`config.mk`:
```
export PLATFORM = sky130hd
export DESIGN_NAME = osc_clock_ctrl
export DESIGN_NICKNAME = d
export VERILOG_FILES = /design/src/core/clock_ctrl_pkg.sv /design/src/core/tick_div_if.sv /design/src/core/osc_clock_ctrl.sv /design/src/core/tick_divider.sv
export SDC_FILE = /design/constraint.sdc
export NUM_CORES = 1
export LEC_CHECK = 0
export BUFFER_PORTS_ARGS = -buffer_cell sky130_fd_sc_hd__buf_2
export CORE_ASPECT_RATIO = 1.2
export CORE_UTILIZATION = 35
export CTS_CLUSTER_DIAMETER = 50
export DETAILED_ROUTE_END_ITERATION = 12
export SYNTH_ARGS = -nofsm -noshare
export SYNTH_HDL_FRONTEND = slang
export SYNTH_SLANG_ARGS = --single-unit
export TNS_END_PERCENT = 100
```
`constraint.sdc`:
```
create_clock -name clk -period 3.25 [get_ports clk]
set_clock_uncertainty 0.05 [all_clocks]
set_input_delay 0.1625 -clock clk [delete_from_list [all_inputs] [get_ports clk]]
set_output_delay 0.1625 -clock clk [all_outputs]
set_load 0.005 [all_outputs]
```
`src/core/clock_ctrl_pkg.sv`:
```
// Constants, encodings and register map of the clock control block
package clock_ctrl_pkg;

  // ----------------------------------------
  // Register bus
  // ----------------------------------------
  localparam int ADDR_W = 4;
  localparam int DATA_W = 8;
  localparam logic [3:0] ADDR_TUNING = 4'h0;
  localparam logic [3:0] ADDR_CONTROL = 4'h1;
  localparam logic [3:0] ADDR_STATUS = 4'h2;

  // ----------------------------------------
  // Tuning register fields
  // ----------------------------------------
  localparam int TUNE_SRC_BIT = 7;
  localparam int TUNE_PLL_BIT = 6;
  localparam int TRIM_W = 6;
  localparam logic [7:0] TUNING_RESET = 8'h00;

  // ----------------------------------------
  // Control register fields
  // ----------------------------------------
  localparam int CTRL_USE_INT_BIT = 3;
  localparam int FREQ_SEL_W = 3;
  localparam logic [3:0] CONTROL_RESET = 4'h0;
  localparam logic [2:0] FREQ_SEL_LOW = 3'h0;
  localparam logic [2:0] FREQ_SEL_FAST = 3'h7;

  // ----------------------------------------
  // Status register fields
  // ----------------------------------------
  localparam int STAT_LOCK_BIT = 0;
  localparam int STAT_PLL_RUN_BIT = 1;
  localparam int STAT_READY_BIT = 2;
  localparam int STAT_SLOW_RC_BIT = 3;
  localparam int STAT_MODE_LSB = 4;

  // ----------------------------------------
  // Oscillator modes
  // ----------------------------------------
  typedef enum logic [2:0] {
    internal_osc_mode = 3'b000,
    internal_osc_clkout_mode = 3'b001,
    internal_osc_pll_mode = 3'b010,
    internal_osc_pll_clkout_mode = 3'b011,
    high_speed_crystal_mode = 3'b100,
    high_speed_crystal_pll_mode = 3'b101,
    external_clock_mode = 3'b110,
    external_clock_pll_mode = 3'b111
  } osc_mode_type;

  // ----------------------------------------
  // Dividers
  // ----------------------------------------
  localparam int DIV_W = 9;
  localparam int DIV_COUNT = 6;
  localparam int DV_PRESCALE = 0;
  localparam int DV_POSTSCALE = 1;
  localparam int DV_LOW_FREQ = 2;
  localparam int DV_PLL_HALF = 3;
  localparam int DV_CPU = 4;
  localparam int DV_CLKOUT = 5;
  localparam logic [8:0] DIV_LOW_FREQ = 9'h100;
  localparam logic [8:0] DIV_PLL_HALF = 9'h002;
  localparam logic [8:0] DIV_CLKOUT_HALF = 9'h002;
  localparam logic [8:0] DIV_ONE = 9'h001;

  // ----------------------------------------
  // Timing
  // ----------------------------------------
  localparam int PLL_LOCK_REF_TICKS = 64;
  localparam int OSC_START_TICKS = 1024;
  localparam int CNT_W = 16;

  // PLL input prescaler: eight settings down to the 4 MHz reference
  function automatic logic [8:0] prescale_div(input logic [2:0] sel);
    logic [8:0] d;
    d = DIV_ONE;
    unique case (sel)
      3'b000: d = 9'h00c;
      3'b001: d = 9'h00a;
      3'b010: d = 9'h006;
      3'b011: d = 9'h005;
      3'b100: d = 9'h004;
      3'b101: d = 9'h003;
      3'b110: d = 9'h002;
      3'b111: d = 9'h001;
    endcase
    return d;
  endfunction

  // CPU divider: 11 none, 10 half, 01 third, 00 sixth
  function automatic logic [8:0] cpu_div(input logic [1:0] sel);
    logic [8:0] d;
    d = DIV_ONE;
    unique case (sel)
      2'b11: d = 9'h001;
      2'b10: d = 9'h002;
      2'b01: d = 9'h003;
      2'b00: d = 9'h006;
    endcase
    return d;
  endfunction

endpackage

```
`src/core/tick_div_if.sv`:
```
// Carrier between the clock controller and its tick dividers
`timescale 1ns/1ps
interface tick_div_if;
  logic clear;
  logic tick_in;
  logic [8:0] divisor;
  logic tick_out;
  modport owner (output clear, output tick_in, output divisor, input tick_out);
  modport divider (input clear, input tick_in, input divisor, output tick_out);
endinterface

```
`src/core/osc_clock_ctrl.sv`:
```
// Oscillator modes, PLL control and clock selection as tick enables
//
// Local design decisions: the register offsets and the plain strobed port.
`timescale 1ns/1ps
module osc_clock_ctrl #(
  parameter int PLL_LOCK_TICKS = clock_ctrl_pkg::PLL_LOCK_REF_TICKS,
  parameter int START_TICKS = clock_ctrl_pkg::OSC_START_TICKS
) (
  // Clock and reset
  input wire logic clk,
  input wire logic rst_n,
  // Nonvolatile configuration, caught after reset
  input wire logic [2:0] osc_mode_cfg,
  input wire logic [2:0] pll_prescale_cfg,
  input wire logic [1:0] cpu_clock_divider_select,
  // Oscillator and PLL edge ticks
  input wire logic oscillator_input_pin,
  input wire logic fast_osc_tick,
  input wire logic slow_rc_tick,
  input wire logic pll_vco_tick,
  // Features that need the slow RC oscillator, and the sleep request
  input wire logic powerup_timer_en,
  input wire logic failsafe_monitor_en,
  input wire logic watchdog_en,
  input wire logic two_speed_start_en,
  input wire logic sleep_req,
  // Register port
  input wire logic [3:0] reg_addr,
  input wire logic [7:0] reg_wdata,
  input wire logic reg_wr,
  input wire logic reg_rd,
  output logic [7:0] reg_rdata,
  // Clock outputs
  output logic core_tick,
  output logic pll_ref_tick,
  output logic pll_power_en,
  output logic slow_rc_run,
  output logic signed [5:0] fast_osc_trim,
  output logic oscillator_output_pin_o,
  output logic oscillator_output_pin_oe
);

  // ----------------------------------------
  // Configuration capture
  // ----------------------------------------
  logic cfg_valid_q;
  clock_ctrl_pkg::osc_mode_type mode_q;
  logic [2:0] prescale_q;
  logic [1:0] cpu_div_q;

  always_ff @(posedge clk or negedge rst_n) begin
    if (!rst_n) begin
      cfg_valid_q <= 1'b0;
      mode_q <= clock_ctrl_pkg::internal_osc_mode;
      prescale_q <= 3'h0;
      cpu_div_q <= 2'h0;
    end else if (!cfg_valid_q) begin
      cfg_valid_q <= 1'b1;
      mode_q <= clock_ctrl_pkg::osc_mode_type'(osc_mode_cfg);
      prescale_q <= pll_prescale_cfg;
      cpu_div_q <= cpu_clock_divider_select;
    end
  end

  logic mode_ext;
  logic mode_hs;
  logic mode_int_pll;
  logic mode_pll_capable;

  assign mode_ext = (mode_q == clock_ctrl_pkg::external_clock_mode) ||
                    (mode_q == clock_ctrl_pkg::external_clock_pll_mode);
  assign mode_hs = (mode_q == clock_ctrl_pkg::high_speed_crystal_mode) ||
                   (mode_q == clock_ctrl_pkg::high_speed_crystal_pll_mode);
  assign mode_int_pll = (mode_q == clock_ctrl_pkg::internal_osc_pll_mode) ||
                        (mode_q == clock_ctrl_pkg::internal_osc_pll_clkout_mode);
  assign mode_pll_capable = mode_int_pll || (mode_q == clock_ctrl_pkg::high_speed_crystal_pll_mode) ||
                            (mode_q == clock_ctrl_pkg::external_clock_pll_mode);

  // ----------------------------------------
  // Registers
  // ----------------------------------------
  logic [7:0] tuning_q;
  logic [3:0] control_q;

  always_ff @(posedge clk or negedge rst_n) begin
    if (!rst_n) begin
      tuning_q <= clock_ctrl_pkg::TUNING_RESET;
    end else if (reg_wr && reg_addr == clock_ctrl_pkg::ADDR_TUNING) begin
      tuning_q <= reg_wdata;
    end
  end

  always_ff @(posedge clk or negedge rst_n) begin
    if (!rst_n) begin
      control_q <= clock_ctrl_pkg::CONTROL_RESET;
    end else if (reg_wr && reg_addr == clock_ctrl_pkg::ADDR_CONTROL) begin
      control_q <= reg_wdata[3:0];
    end
  end

  logic low_src_fast;
  logic pll_enable_bit;
  logic signed [5:0] trim_target;
  logic use_internal;
  logic [2:0] freq_sel;

  assign low_src_fast = tuning_q[clock_ctrl_pkg::TUNE_SRC_BIT];
  assign pll_enable_bit = tuning_q[clock_ctrl_pkg::TUNE_PLL_BIT];
  assign trim_target = signed'(tuning_q[clock_ctrl_pkg::TRIM_W-1:0]);
  assign use_internal = control_q[clock_ctrl_pkg::CTRL_USE_INT_BIT];
  assign freq_sel = control_q[clock_ctrl_pkg::FREQ_SEL_W-1:0];

  // ----------------------------------------
  // Tick dividers
  // ----------------------------------------
  tick_div_if dv [clock_ctrl_pkg::DIV_COUNT] ();

  genvar gi;
  generate
    for (gi = 0; gi < clock_ctrl_pkg::DIV_COUNT; gi++) begin : g_div
      tick_divider u_div (
        .clk(clk),
        .rst_n(rst_n),
        .dv(dv[gi])
      );
    end
  endgenerate

  // ----------------------------------------
  // Start-up and PLL lock
  // ----------------------------------------
  logic osc_ready_q;
  logic [15:0] start_cnt_q;
  logic pll_run_q;
  logic pll_locked_q;
  logic [15:0] lock_cnt_q;
  logic pll_run_d;

  // Crystal waits for start-up; external clock is ready at once
  always_ff @(posedge clk or negedge rst_n) begin
    if (!rst_n) begin
      osc_ready_q <= 1'b0;
      start_cnt_q <= 16'h0000;
    end else if (!cfg_valid_q || sleep_req) begin
      osc_ready_q <= 1'b0;
      start_cnt_q <= 16'h0000;
    end else if (!mode_hs) begin
      osc_ready_q <= 1'b1;
    end else if (!osc_ready_q && oscillator_input_pin) begin
      if (start_cnt_q == 16'(START_TICKS - 1)) begin
        osc_ready_q <= 1'b1;
      end
      start_cnt_q <= start_cnt_q + 16'h0001;
    end
  end

  // Selecting the postscaled internal clock also stops the PLL
  assign pll_run_d = cfg_valid_q && mode_pll_capable && pll_enable_bit && !use_internal && !sleep_req;

  always_ff @(posedge clk or negedge rst_n) begin
    if (!rst_n) begin
      pll_run_q <= 1'b0;
    end else begin
      pll_run_q <= pll_run_d;
    end
  end

  always_ff @(posedge clk or negedge rst_n) begin
    if (!rst_n) begin
      pll_locked_q <= 1'b0;
      lock_cnt_q <= 16'h0000;
    end else if (!pll_run_q || !pll_run_d) begin
      pll_locked_q <= 1'b0;
      lock_cnt_q <= 16'h0000;
    end else if (!pll_locked_q && dv[clock_ctrl_pkg::DV_PRESCALE].tick_out) begin
      if (lock_cnt_q == 16'(PLL_LOCK_TICKS - 1)) begin
        pll_locked_q <= 1'b1;
      end
      lock_cnt_q <= lock_cnt_q + 16'h0001;
    end
  end

  // ----------------------------------------
  // Clock paths
  // ----------------------------------------
  logic pll_src_tick;
  logic low_tick;
  logic int_tick;
  logic primary_tick;
  logic cpu_src_tick;
  logic clkout_src_tick;

  // Internal modes feed the 8 MHz fast oscillator to the PLL
  assign pll_src_tick = mode_int_pll ? fast_osc_tick : oscillator_input_pin;

  assign dv[clock_ctrl_pkg::DV_PRESCALE].clear = !pll_run_q;
  assign dv[clock_ctrl_pkg::DV_PRESCALE].tick_in = pll_src_tick;
  assign dv[clock_ctrl_pkg::DV_PRESCALE].divisor = clock_ctrl_pkg::prescale_div(prescale_q);

  // 96 MHz halved to the 48 MHz node
  assign dv[clock_ctrl_pkg::DV_PLL_HALF].clear = !pll_locked_q;
  assign dv[clock_ctrl_pkg::DV_PLL_HALF].tick_in = pll_vco_tick;
  assign dv[clock_ctrl_pkg::DV_PLL_HALF].divisor = clock_ctrl_pkg::DIV_PLL_HALF;

  // Postscaler: 4 MHz down to 125 kHz for selects 6..1
  assign dv[clock_ctrl_pkg::DV_POSTSCALE].clear = !cfg_valid_q;
  assign dv[clock_ctrl_pkg::DV_POSTSCALE].tick_in = fast_osc_tick;
  assign dv[clock_ctrl_pkg::DV_POSTSCALE].divisor = clock_ctrl_pkg::DIV_ONE << (3'h7 - freq_sel);

  assign dv[clock_ctrl_pkg::DV_LOW_FREQ].clear = !cfg_valid_q;
  assign dv[clock_ctrl_pkg::DV_LOW_FREQ].tick_in = fast_osc_tick;
  assign dv[clock_ctrl_pkg::DV_LOW_FREQ].divisor = clock_ctrl_pkg::DIV_LOW_FREQ;

  assign low_tick = low_src_fast ? dv[clock_ctrl_pkg::DV_LOW_FREQ].tick_out : slow_rc_tick;

  always_comb begin
    if (freq_sel == clock_ctrl_pkg::FREQ_SEL_FAST) begin
      int_tick = fast_osc_tick;
    end else if (freq_sel == clock_ctrl_pkg::FREQ_SEL_LOW) begin
      int_tick = low_tick;
    end else begin
      int_tick = dv[clock_ctrl_pkg::DV_POSTSCALE].tick_out;
    end
  end

  always_comb begin
    if (use_internal) begin
      primary_tick = int_tick;
    end else if (mode_ext || mode_hs) begin
      primary_tick = oscillator_input_pin;
    end else if (mode_int_pll) begin
      primary_tick = fast_osc_tick;
    end else begin
      primary_tick = int_tick;
    end
  end

  // Bypass clock until lock, then the PLL path
  assign cpu_src_tick = pll_locked_q ? dv[clock_ctrl_pkg::DV_PLL_HALF].tick_out : primary_tick;

  assign dv[clock_ctrl_pkg::DV_CPU].clear = !osc_ready_q;
  assign dv[clock_ctrl_pkg::DV_CPU].tick_in = cpu_src_tick;
  assign dv[clock_ctrl_pkg::DV_CPU].divisor = clock_ctrl_pkg::cpu_div(cpu_div_q);

  always_ff @(posedge clk or negedge rst_n) begin
    if (!rst_n) begin
      core_tick <= 1'b0;
    end else begin
      core_tick <= dv[clock_ctrl_pkg::DV_CPU].tick_out;
    end
  end

  always_ff @(posedge clk or negedge rst_n) begin
    if (!rst_n) begin
      pll_ref_tick <= 1'b0;
      pll_power_en <= 1'b0;
    end else begin
      pll_ref_tick <= dv[clock_ctrl_pkg::DV_PRESCALE].tick_out;
      pll_power_en <= pll_run_d;
    end
  end

  // ----------------------------------------
  // Clock output pin
  // ----------------------------------------
  assign clkout_src_tick = pll_locked_q ? pll_vco_tick : oscillator_input_pin;

  assign dv[clock_ctrl_pkg::DV_CLKOUT].clear = !mode_ext;
  assign dv[clock_ctrl_pkg::DV_CLKOUT].tick_in = clkout_src_tick;
  assign dv[clock_ctrl_pkg::DV_CLKOUT].divisor = clock_ctrl_pkg::DIV_CLKOUT_HALF;

  // Toggle every second edge gives a quarter-rate square wave
  always_ff @(posedge clk or negedge rst_n) begin
    if (!rst_n) begin
      oscillator_output_pin_o <= 1'b0;
      oscillator_output_pin_oe <= 1'b0;
    end else begin
      oscillator_output_pin_oe <= mode_ext && cfg_valid_q && !sleep_req;
      if (!mode_ext) begin
        oscillator_output_pin_o <= 1'b0;
      end else if (dv[clock_ctrl_pkg::DV_CLKOUT].tick_out) begin
        oscillator_output_pin_o <= !oscillator_output_pin_o;
      end
    end
  end

  // ----------------------------------------
  // Slow RC enable and fast trim
  // ----------------------------------------
  always_ff @(posedge clk or negedge rst_n) begin
    if (!rst_n) begin
      slow_rc_run <= 1'b0;
    end else begin
      slow_rc_run <= (primary_tick_is_rc() ) || powerup_timer_en || failsafe_monitor_en ||
                     watchdog_en || two_speed_start_en;
    end
  end

  function automatic logic primary_tick_is_rc();
    return (use_internal || !(mode_ext || mode_hs || mode_int_pll)) &&
           (freq_sel == clock_ctrl_pkg::FREQ_SEL_LOW) && !low_src_fast;
  endfunction

  // One linear step per fast oscillator tick toward the written value
  always_ff @(posedge clk or negedge rst_n) begin
    if (!rst_n) begin
      fast_osc_trim <= 6'sh00;
    end else if (fast_osc_tick && fast_osc_trim != trim_target) begin
      if (fast_osc_trim < trim_target) begin
        fast_osc_trim <= fast_osc_trim + 6'sh01;
      end else begin
        fast_osc_trim <= fast_osc_trim - 6'sh01;
      end
    end
  end

  // ----------------------------------------
  // Read port
  // ----------------------------------------
  logic [7:0] status;

  always_comb begin
    status = 8'h00;
    status[clock_ctrl_pkg::STAT_LOCK_BIT] = pll_locked_q;
    status[clock_ctrl_pkg::STAT_PLL_RUN_BIT] = pll_run_q;
    status[clock_ctrl_pkg::STAT_READY_BIT] = osc_ready_q;
    status[clock_ctrl_pkg::STAT_SLOW_RC_BIT] = slow_rc_run;
    status[clock_ctrl_pkg::STAT_MODE_LSB +: 3] = mode_q;
  end

  always_ff @(posedge clk or negedge rst_n) begin
    if (!rst_n) begin
      reg_rdata <= 8'h00;
    end else if (reg_rd) begin
      unique case (reg_addr)
        clock_ctrl_pkg::ADDR_TUNING: reg_rdata <= tuning_q;
        clock_ctrl_pkg::ADDR_CONTROL: reg_rdata <= {4'h0, control_q};
        clock_ctrl_pkg::ADDR_STATUS: reg_rdata <= status;
        default: reg_rdata <= 8'h00;
      endcase
    end
  end

endmodule // osc_clock_ctrl

```
`src/core/tick_divider.sv`:
```
// Divides a stream of one-cycle tick pulses by a programmable count
`timescale 1ns/1ps
module tick_divider (
  // Clock and reset
  input wire logic clk,
  input wire logic rst_n,
  // Divider carrier
  tick_div_if.divider dv
);

  logic [8:0] count_q;
  logic [8:0] count_next;
  logic last;

  assign count_next = count_q + 9'h001;
  // Divisor zero behaves as one
  assign last = (count_next >= dv.divisor);

  always_ff @(posedge clk or negedge rst_n) begin
    if (!rst_n) begin
      count_q <= 9'h000;
    end else if (dv.clear) begin
      count_q <= 9'h000;
    end else if (dv.tick_in) begin
      count_q <= last ? 9'h000 : count_next;
    end
  end

  always_ff @(posedge clk or negedge rst_n) begin
    if (!rst_n) begin
      dv.tick_out <= 1'b0;
    end else begin
      dv.tick_out <= dv.tick_in && last && !dv.clear;
    end
  end

endmodule // tick_divider

```
-- Word-level counts from Yosys, hierarchy flattened
Memories as Yosys holds them, arrays and structs flattened.
Index checks and enable logic that the tools add are counted.
- output and inout port bits: 20
- memory bits (read-only): 32
- memories kept: 1
- flip-flop bits (word level): 135
- shifts and indexed selects: 1
- equality and inequality tests: 23
- magnitude comparators: 7
- mux-type cells: 44
- reductions and logical operators: 59
- add/sub/neg operators: 11
- memory list (name ; depth ; width ; rd ports ; clocked after Yosys merged registers in ; wr ports ; line ; RTL):
    (no name shown) ; 8 ; 4 ; 1 ; 0 ; 0 ; clock_ctrl_pkg.sv:80 ; unique case (sel)
- operators by type and width (cell ; number):
    2-to-1 mux 9 bit ; 18
    2-to-1 mux 16 bit ; 5
    adder 9 x 1 -> 9 bit, second input constant ; 6
    case mux 9 bit (4 select lines) ; 1
    adder 16 x 1 -> 16 bit, second input constant ; 2
    greater-or-equal comparator 9 bit ; 3
    logical AND 1 bit ; 25
    case mux 8 bit (3 select lines) ; 1
    greater-or-equal comparator 9 x 2 -> 1 bit, second input constant ; 2
    2-to-1 mux 1 bit ; 18
    == test 16 x 10 -> 1 bit, second input constant ; 1
    == test 16 x 6 -> 1 bit, second input constant ; 1
    == test 3 bit, second input constant ; 5
    logical OR 1 bit ; 14
    logical NOT 1 bit ; 10
    greater-or-equal comparator 9 bit, second input constant ; 1
    left shift 1 x 3 -> 9 bit, first input constant ; 1
    != test 2 x 1 -> 1 bit, second input constant ; 4
    nonzero test 2 bit ; 4
    adder 6 x 2 -> 6 bit, second input constant ; 1
    == test 3 x 2 -> 1 bit, second input constant ; 2
    less-than comparator 6 bit ; 1
    2-to-1 mux 6 bit ; 1
    != test 3 x 1 -> 1 bit, second input constant ; 2
    12 further kinds ; 16

-- Logic depth before layout (Yosys ltp)
- depth in word-level cells: 12
- depth in mapped cells: 11
- depth with buffers taken out: 11

-- Modules after synthesis
From an unflattened synthesis, not the netlist that was laid out.
- cell total of the unflattened synthesis: 987
- area total of the unflattened synthesis: 9431.5 sq um
- modules (own cells, without submodules) (module ; seq. area each (sq um) ; area an instance (sq um) ; cells each ; times used):
    tick_divider ; 250.2 ; 913.4 ; 102 ; 6
    osc_clock_ctrl ; 1876.8 ; 3951.3 ; 375 ; 1

-- Worst setup path before layout
Ideal clock, no wire load.
- path kind: register -> register
- from: register fast_osc_trim[5]
- to: register fast_osc_trim[4]
- setup time: 126 ps
- arrival: 2492 ps
- stages on the path, launching flop included: 11
- slack: 582 ps
- clock period less this slack: 2668 ps
- data required time: 3074 ps
- path buffers: 0
- cells stage by stage: dfrtp_1 ha_1 nand4_1 a21oi_1 a2111oi_4 xnor2_1 ha_1 or4_1 nor2_1 mux2i_1 xnor2_1
- word-level cells in the longest chain between the ends: 2
- elaborated cells between the ends (all ways): 4
- RTL lines (what ; line ; RTL):
    from (decl) ; osc_clock_ctrl.sv:38 ; output logic signed [5:0] fast_osc_trim,
    from (signal assigned) ; osc_clock_ctrl.sv:310 ; fast_osc_trim <= fast_osc_trim + 6'sh01;
    from (signal assigned) ; osc_clock_ctrl.sv:312 ; fast_osc_trim <= fast_osc_trim - 6'sh01;
    less-than comparator 6 bit / != test 6 bit (equally long branches) ; osc_clock_ctrl.sv:309, osc_clock_ctrl.sv:308 ;
    2-to-1 mux 6 bit / logical AND 1 bit (equally long branches) ; osc_clock_ctrl.sv:309, osc_clock_ctrl.sv:308 ;
Parallel ways exist; a longest one is shown, timed or not.
A chain may end at the register's enable or synchronous reset.

-- Worst setup path in the final report
- from: register fast_osc_trim[3]
- to: register fast_osc_trim[4]
- word-level cells in the longest chain between the ends: 2
- elaborated cells between the ends (all ways): 6
- RTL lines (what ; line):
    subtractor 6 x 2 -> 6 bit, or another cell as far along ; osc_clock_ctrl.sv:312
    2-to-1 mux 6 bit / logical AND 1 bit (equally long branches) ; osc_clock_ctrl.sv:309, osc_clock_ctrl.sv:308
Parallel ways exist; a longest one is shown, timed or not.

==> reports/qor.csv <==
metric,value,unit
status,"finished, final reports clean",
drt initial violations,322,
Logic pwr share,18.1,%
met2 wire len,6.55,mm
DP Cell Count,980,
io pins,53,
worst ir drop on vdd,0.370,mV
DR WL met3,418,µm
fraction of registers with async set/reset,100,%
total number of H-tree levels,4,
Top Layer Used,met4,
DP HPWL,9.97,mm
critical path endpoint category,flip-flop,
Simple-Gate Fraction of Synth Area,20.7,%
# diodes,0,
worst skew pair latency,0.42,ns
post-synthesis sequential area ratio,47.0,%
RSZ-0062 raised after global routing,false,
Die Footprint,0.0211,mm²
first-pass GRT wire length,24.3,mm
buffer levels on the longest clock path,2,
core area,0.0202,mm²
final setup fails,0,
Leak,0.00382,µW
Die Span X,133,µm
Max Fclk,387,MHz
P_sw,1300,µW
CTS buffer count,17,
proportion of synthesized area in mux cells,6.37,%
Synth Cell Area,0.00719,mm²
Main synth FF type,dfrtp_1,
initial core utilization,35.6,%
Post-CTS Repair Setup Buffers,0,
grt ovf,0,
top cell type by total area after synthesis,dfrtp_1,
synth-to-layout area growth,18.0,%
max incr delay on CP,0.46,ns
total negative slack,0,ns
largest net degree at the start of global routing,82,
largest family of logic cells by synthesized area,simple AND/OR/NAND/NOR gates,
Synth Warn #,0,
Metal-1 WL,6.88,mm
headroom to the max-slew limit,54.0,%
vias in the first global route,5032,
via density per instance,4.93,
fin nets,820,
footprint of the multi-input gates,0.00354,mm²
XOR/XNOR Fraction of Synth Area,5.24,%
root buf cell,clkbuf_16,
via count,5084,
#FFs+latches synth,135,
Initial DRT Pass Iterations,5,
"EDFF count, synth",0,
CP arrival,2.83,ns
Clock transition at path regs,0.06,ns
gr usage total,14.5,%
average wire per standard cell,13.6,µm
clock sink total,135,
most numerous cell in the Yosys netlist,dfrtp_1,
proportion of layout cells with a drive suffix above 1,19.0,%
Critical Path RT,3.50,ns
Worst path slowest cell,dfrtp_1,
Syn Area/Cell,10.6,µm²
fillers,1912,
share of the synthesized area in the top cell type,47.0,%
fin crit period,2.58,ns
Post-synth top cells,"dfrtp_1 (135), nor2_1 (56), nand2_1 (44)",
cells after synthesis,680,
Top delay family on crit path,simple AND/OR/NAND/NOR gates,
pwr/cell area,554,mW/mm²
worst hold path class,in2reg,
internal power,3400,µW
Final period util,79.4,%
Synth Area in Compound Gates,11.2,%
# rows,57,
adder-cell share of the synthesized area,5.74,%
Reg power frac,41.4,%
kind of critical path,reg2reg,
CP bufs+invs,0,
Clock Power Share,40.5,%
antenna violations before repair,0,
drt drc,0,
routability cong.,0.770,
final hold vios,0,
Netlist cell types,78,
crit-path max FO,7,
worst path cell trace,"ha_1, nand4_1, a21oi_1, a2111oi_4, xnor2_1, ha_1, or4_1, nor2_1, mux2i_1, xnor2_1",
"Cell Count, Final, Fillers Out",1032,
register area,0.00338,mm²
Antenna Violating Nets Remaining,0,
Synthesized Nets,746,
number of max-cap violations,0,
Net Sw Frac,27.6,%
Worst Max-Slew Pin Slew,0.671,ns
"top cells by area, synth","dfrtp_1 (47%), ha_1 (5.7%), mux2_2 (4.1%), nor2_1 (2.9%), xnor2_1 (2.7%)",
IO Port Bufs,52,
Worst setup SP type,flip-flop,
DRT Wirelength,14.1,mm
CTS tree,built,
die span in y,159,µm
max-slew violation count,0,
## timing repair
action                    CTS  global route
hold buffers               20             0
hold endpoints to repair   76             0
resized for setup           0             0
## area by class of cell
| type | instances | share of cell area [%] |
|---|---|---|
| sequential | 135 | 39.8 |
| clock buffer | 21 | 5.55 |
| multi-input combinational | 492 | 41.8 |
| clock inverter | 11 | 1.45 |
| tap | 265 | 3.91 |
| timing repair buffer | 77 | 6.09 |
| inverter | 31 | 1.37 |
## cell families (layout without fill, tap and decap cells)
| logic type | after synthesis | in the layout |
|---|---|---|
| xor gates and xnor gates | 43 | 43 |
| and+or+nand+nor | 267 | 267 |
| adders and majority gates | 33 | 33 |
| other | 1 | 1 |
| muxes | 42 | 42 |
| buffers and inverters | 53 | 140 |
| DFF | 135 | 135 |
| AOI/OAI and AO/OA | 106 | 106 |
## state kept, by name (all words and copies together) (netlist names), 2 cells and up
name,cells
g_div.u_div.dv.tick_out,6
start_cnt_q,16
g_div.u_div.count_q,54
lock_cnt_q,16
control_q,4
cpu_div_q,2
tuning_q,8
reg_rdata,8
prescale_q,3
mode_q,3
fast_osc_trim,6
## stage by stage
stage	setup WS [ns]	instance area (µm²)	util, %	total power, µW	hold WS (ns)
CTS	0.650	8480	42.0	4760	0.0139
global placement	0.701	7690	38.1	2810	0.103
global route	0.519	8480	42.0	4960	0.0206
floorplan	0.582	7190	-	2550	-0.183
finish	0.668	8480	42.0	4700	0.0306
detailed placement	0.666	7690	38.1	2820	0.108
## layer usage
metal	vias to the layer above	track usage, %
met5	-	0
met4	0	5.33
met3	15	3.50
met2	57	22.9
met1	2431	19.1
li1	2581	-
## worst paths after layout
check	slack [ns]	startpoint	endpoint	cells after the start
max in group asynchronous	2.13	rst_n	g_div[1].u_div.dv.tick_out	3
worst min register to register	0.30	g_div[4].u_div.dv.tick_out	core_tick	0
worst min-delay path	0.03	reg_rd	reg_rdata[4]	2
worst max register to register	0.67	fast_osc_trim[3]	fast_osc_trim[4]	10
worst max-delay path	0.67	fast_osc_trim[3]	fast_osc_trim[4]	10
min in group asynchronous	0.21	rst_n	g_div[2].u_div.count_q[7]	2
## layout by cell type (no fill, tap or decap), drive strengths merged, types with 18 or more instances in the layout
cell,synthesis,final
dfrtp,135,135
buf,14,57
nand3,21,21
dlygate4sd3,0,20
clkbuf,8,21
and3,18,18
o21ai,22,22
nand2,44,44
xnor2,22,22
nor2,56,56
ha,33,33
inv,31,32
a21oi,20,20
xor2,21,21
and2,27,27
mux2,27,27
## power by group through the flow
stage                     sequential (µW)  combinational (µW)  clock (µW)
after floorplan                      1920                 632           0
after global placement               1970                 842           0
after detailed placement             1970                 843           0
after CTS                            1940                 867        1950
after global routing                 1960                 962        2030
final                                1940                 850        1900
(Power assumes the default switching activity.)
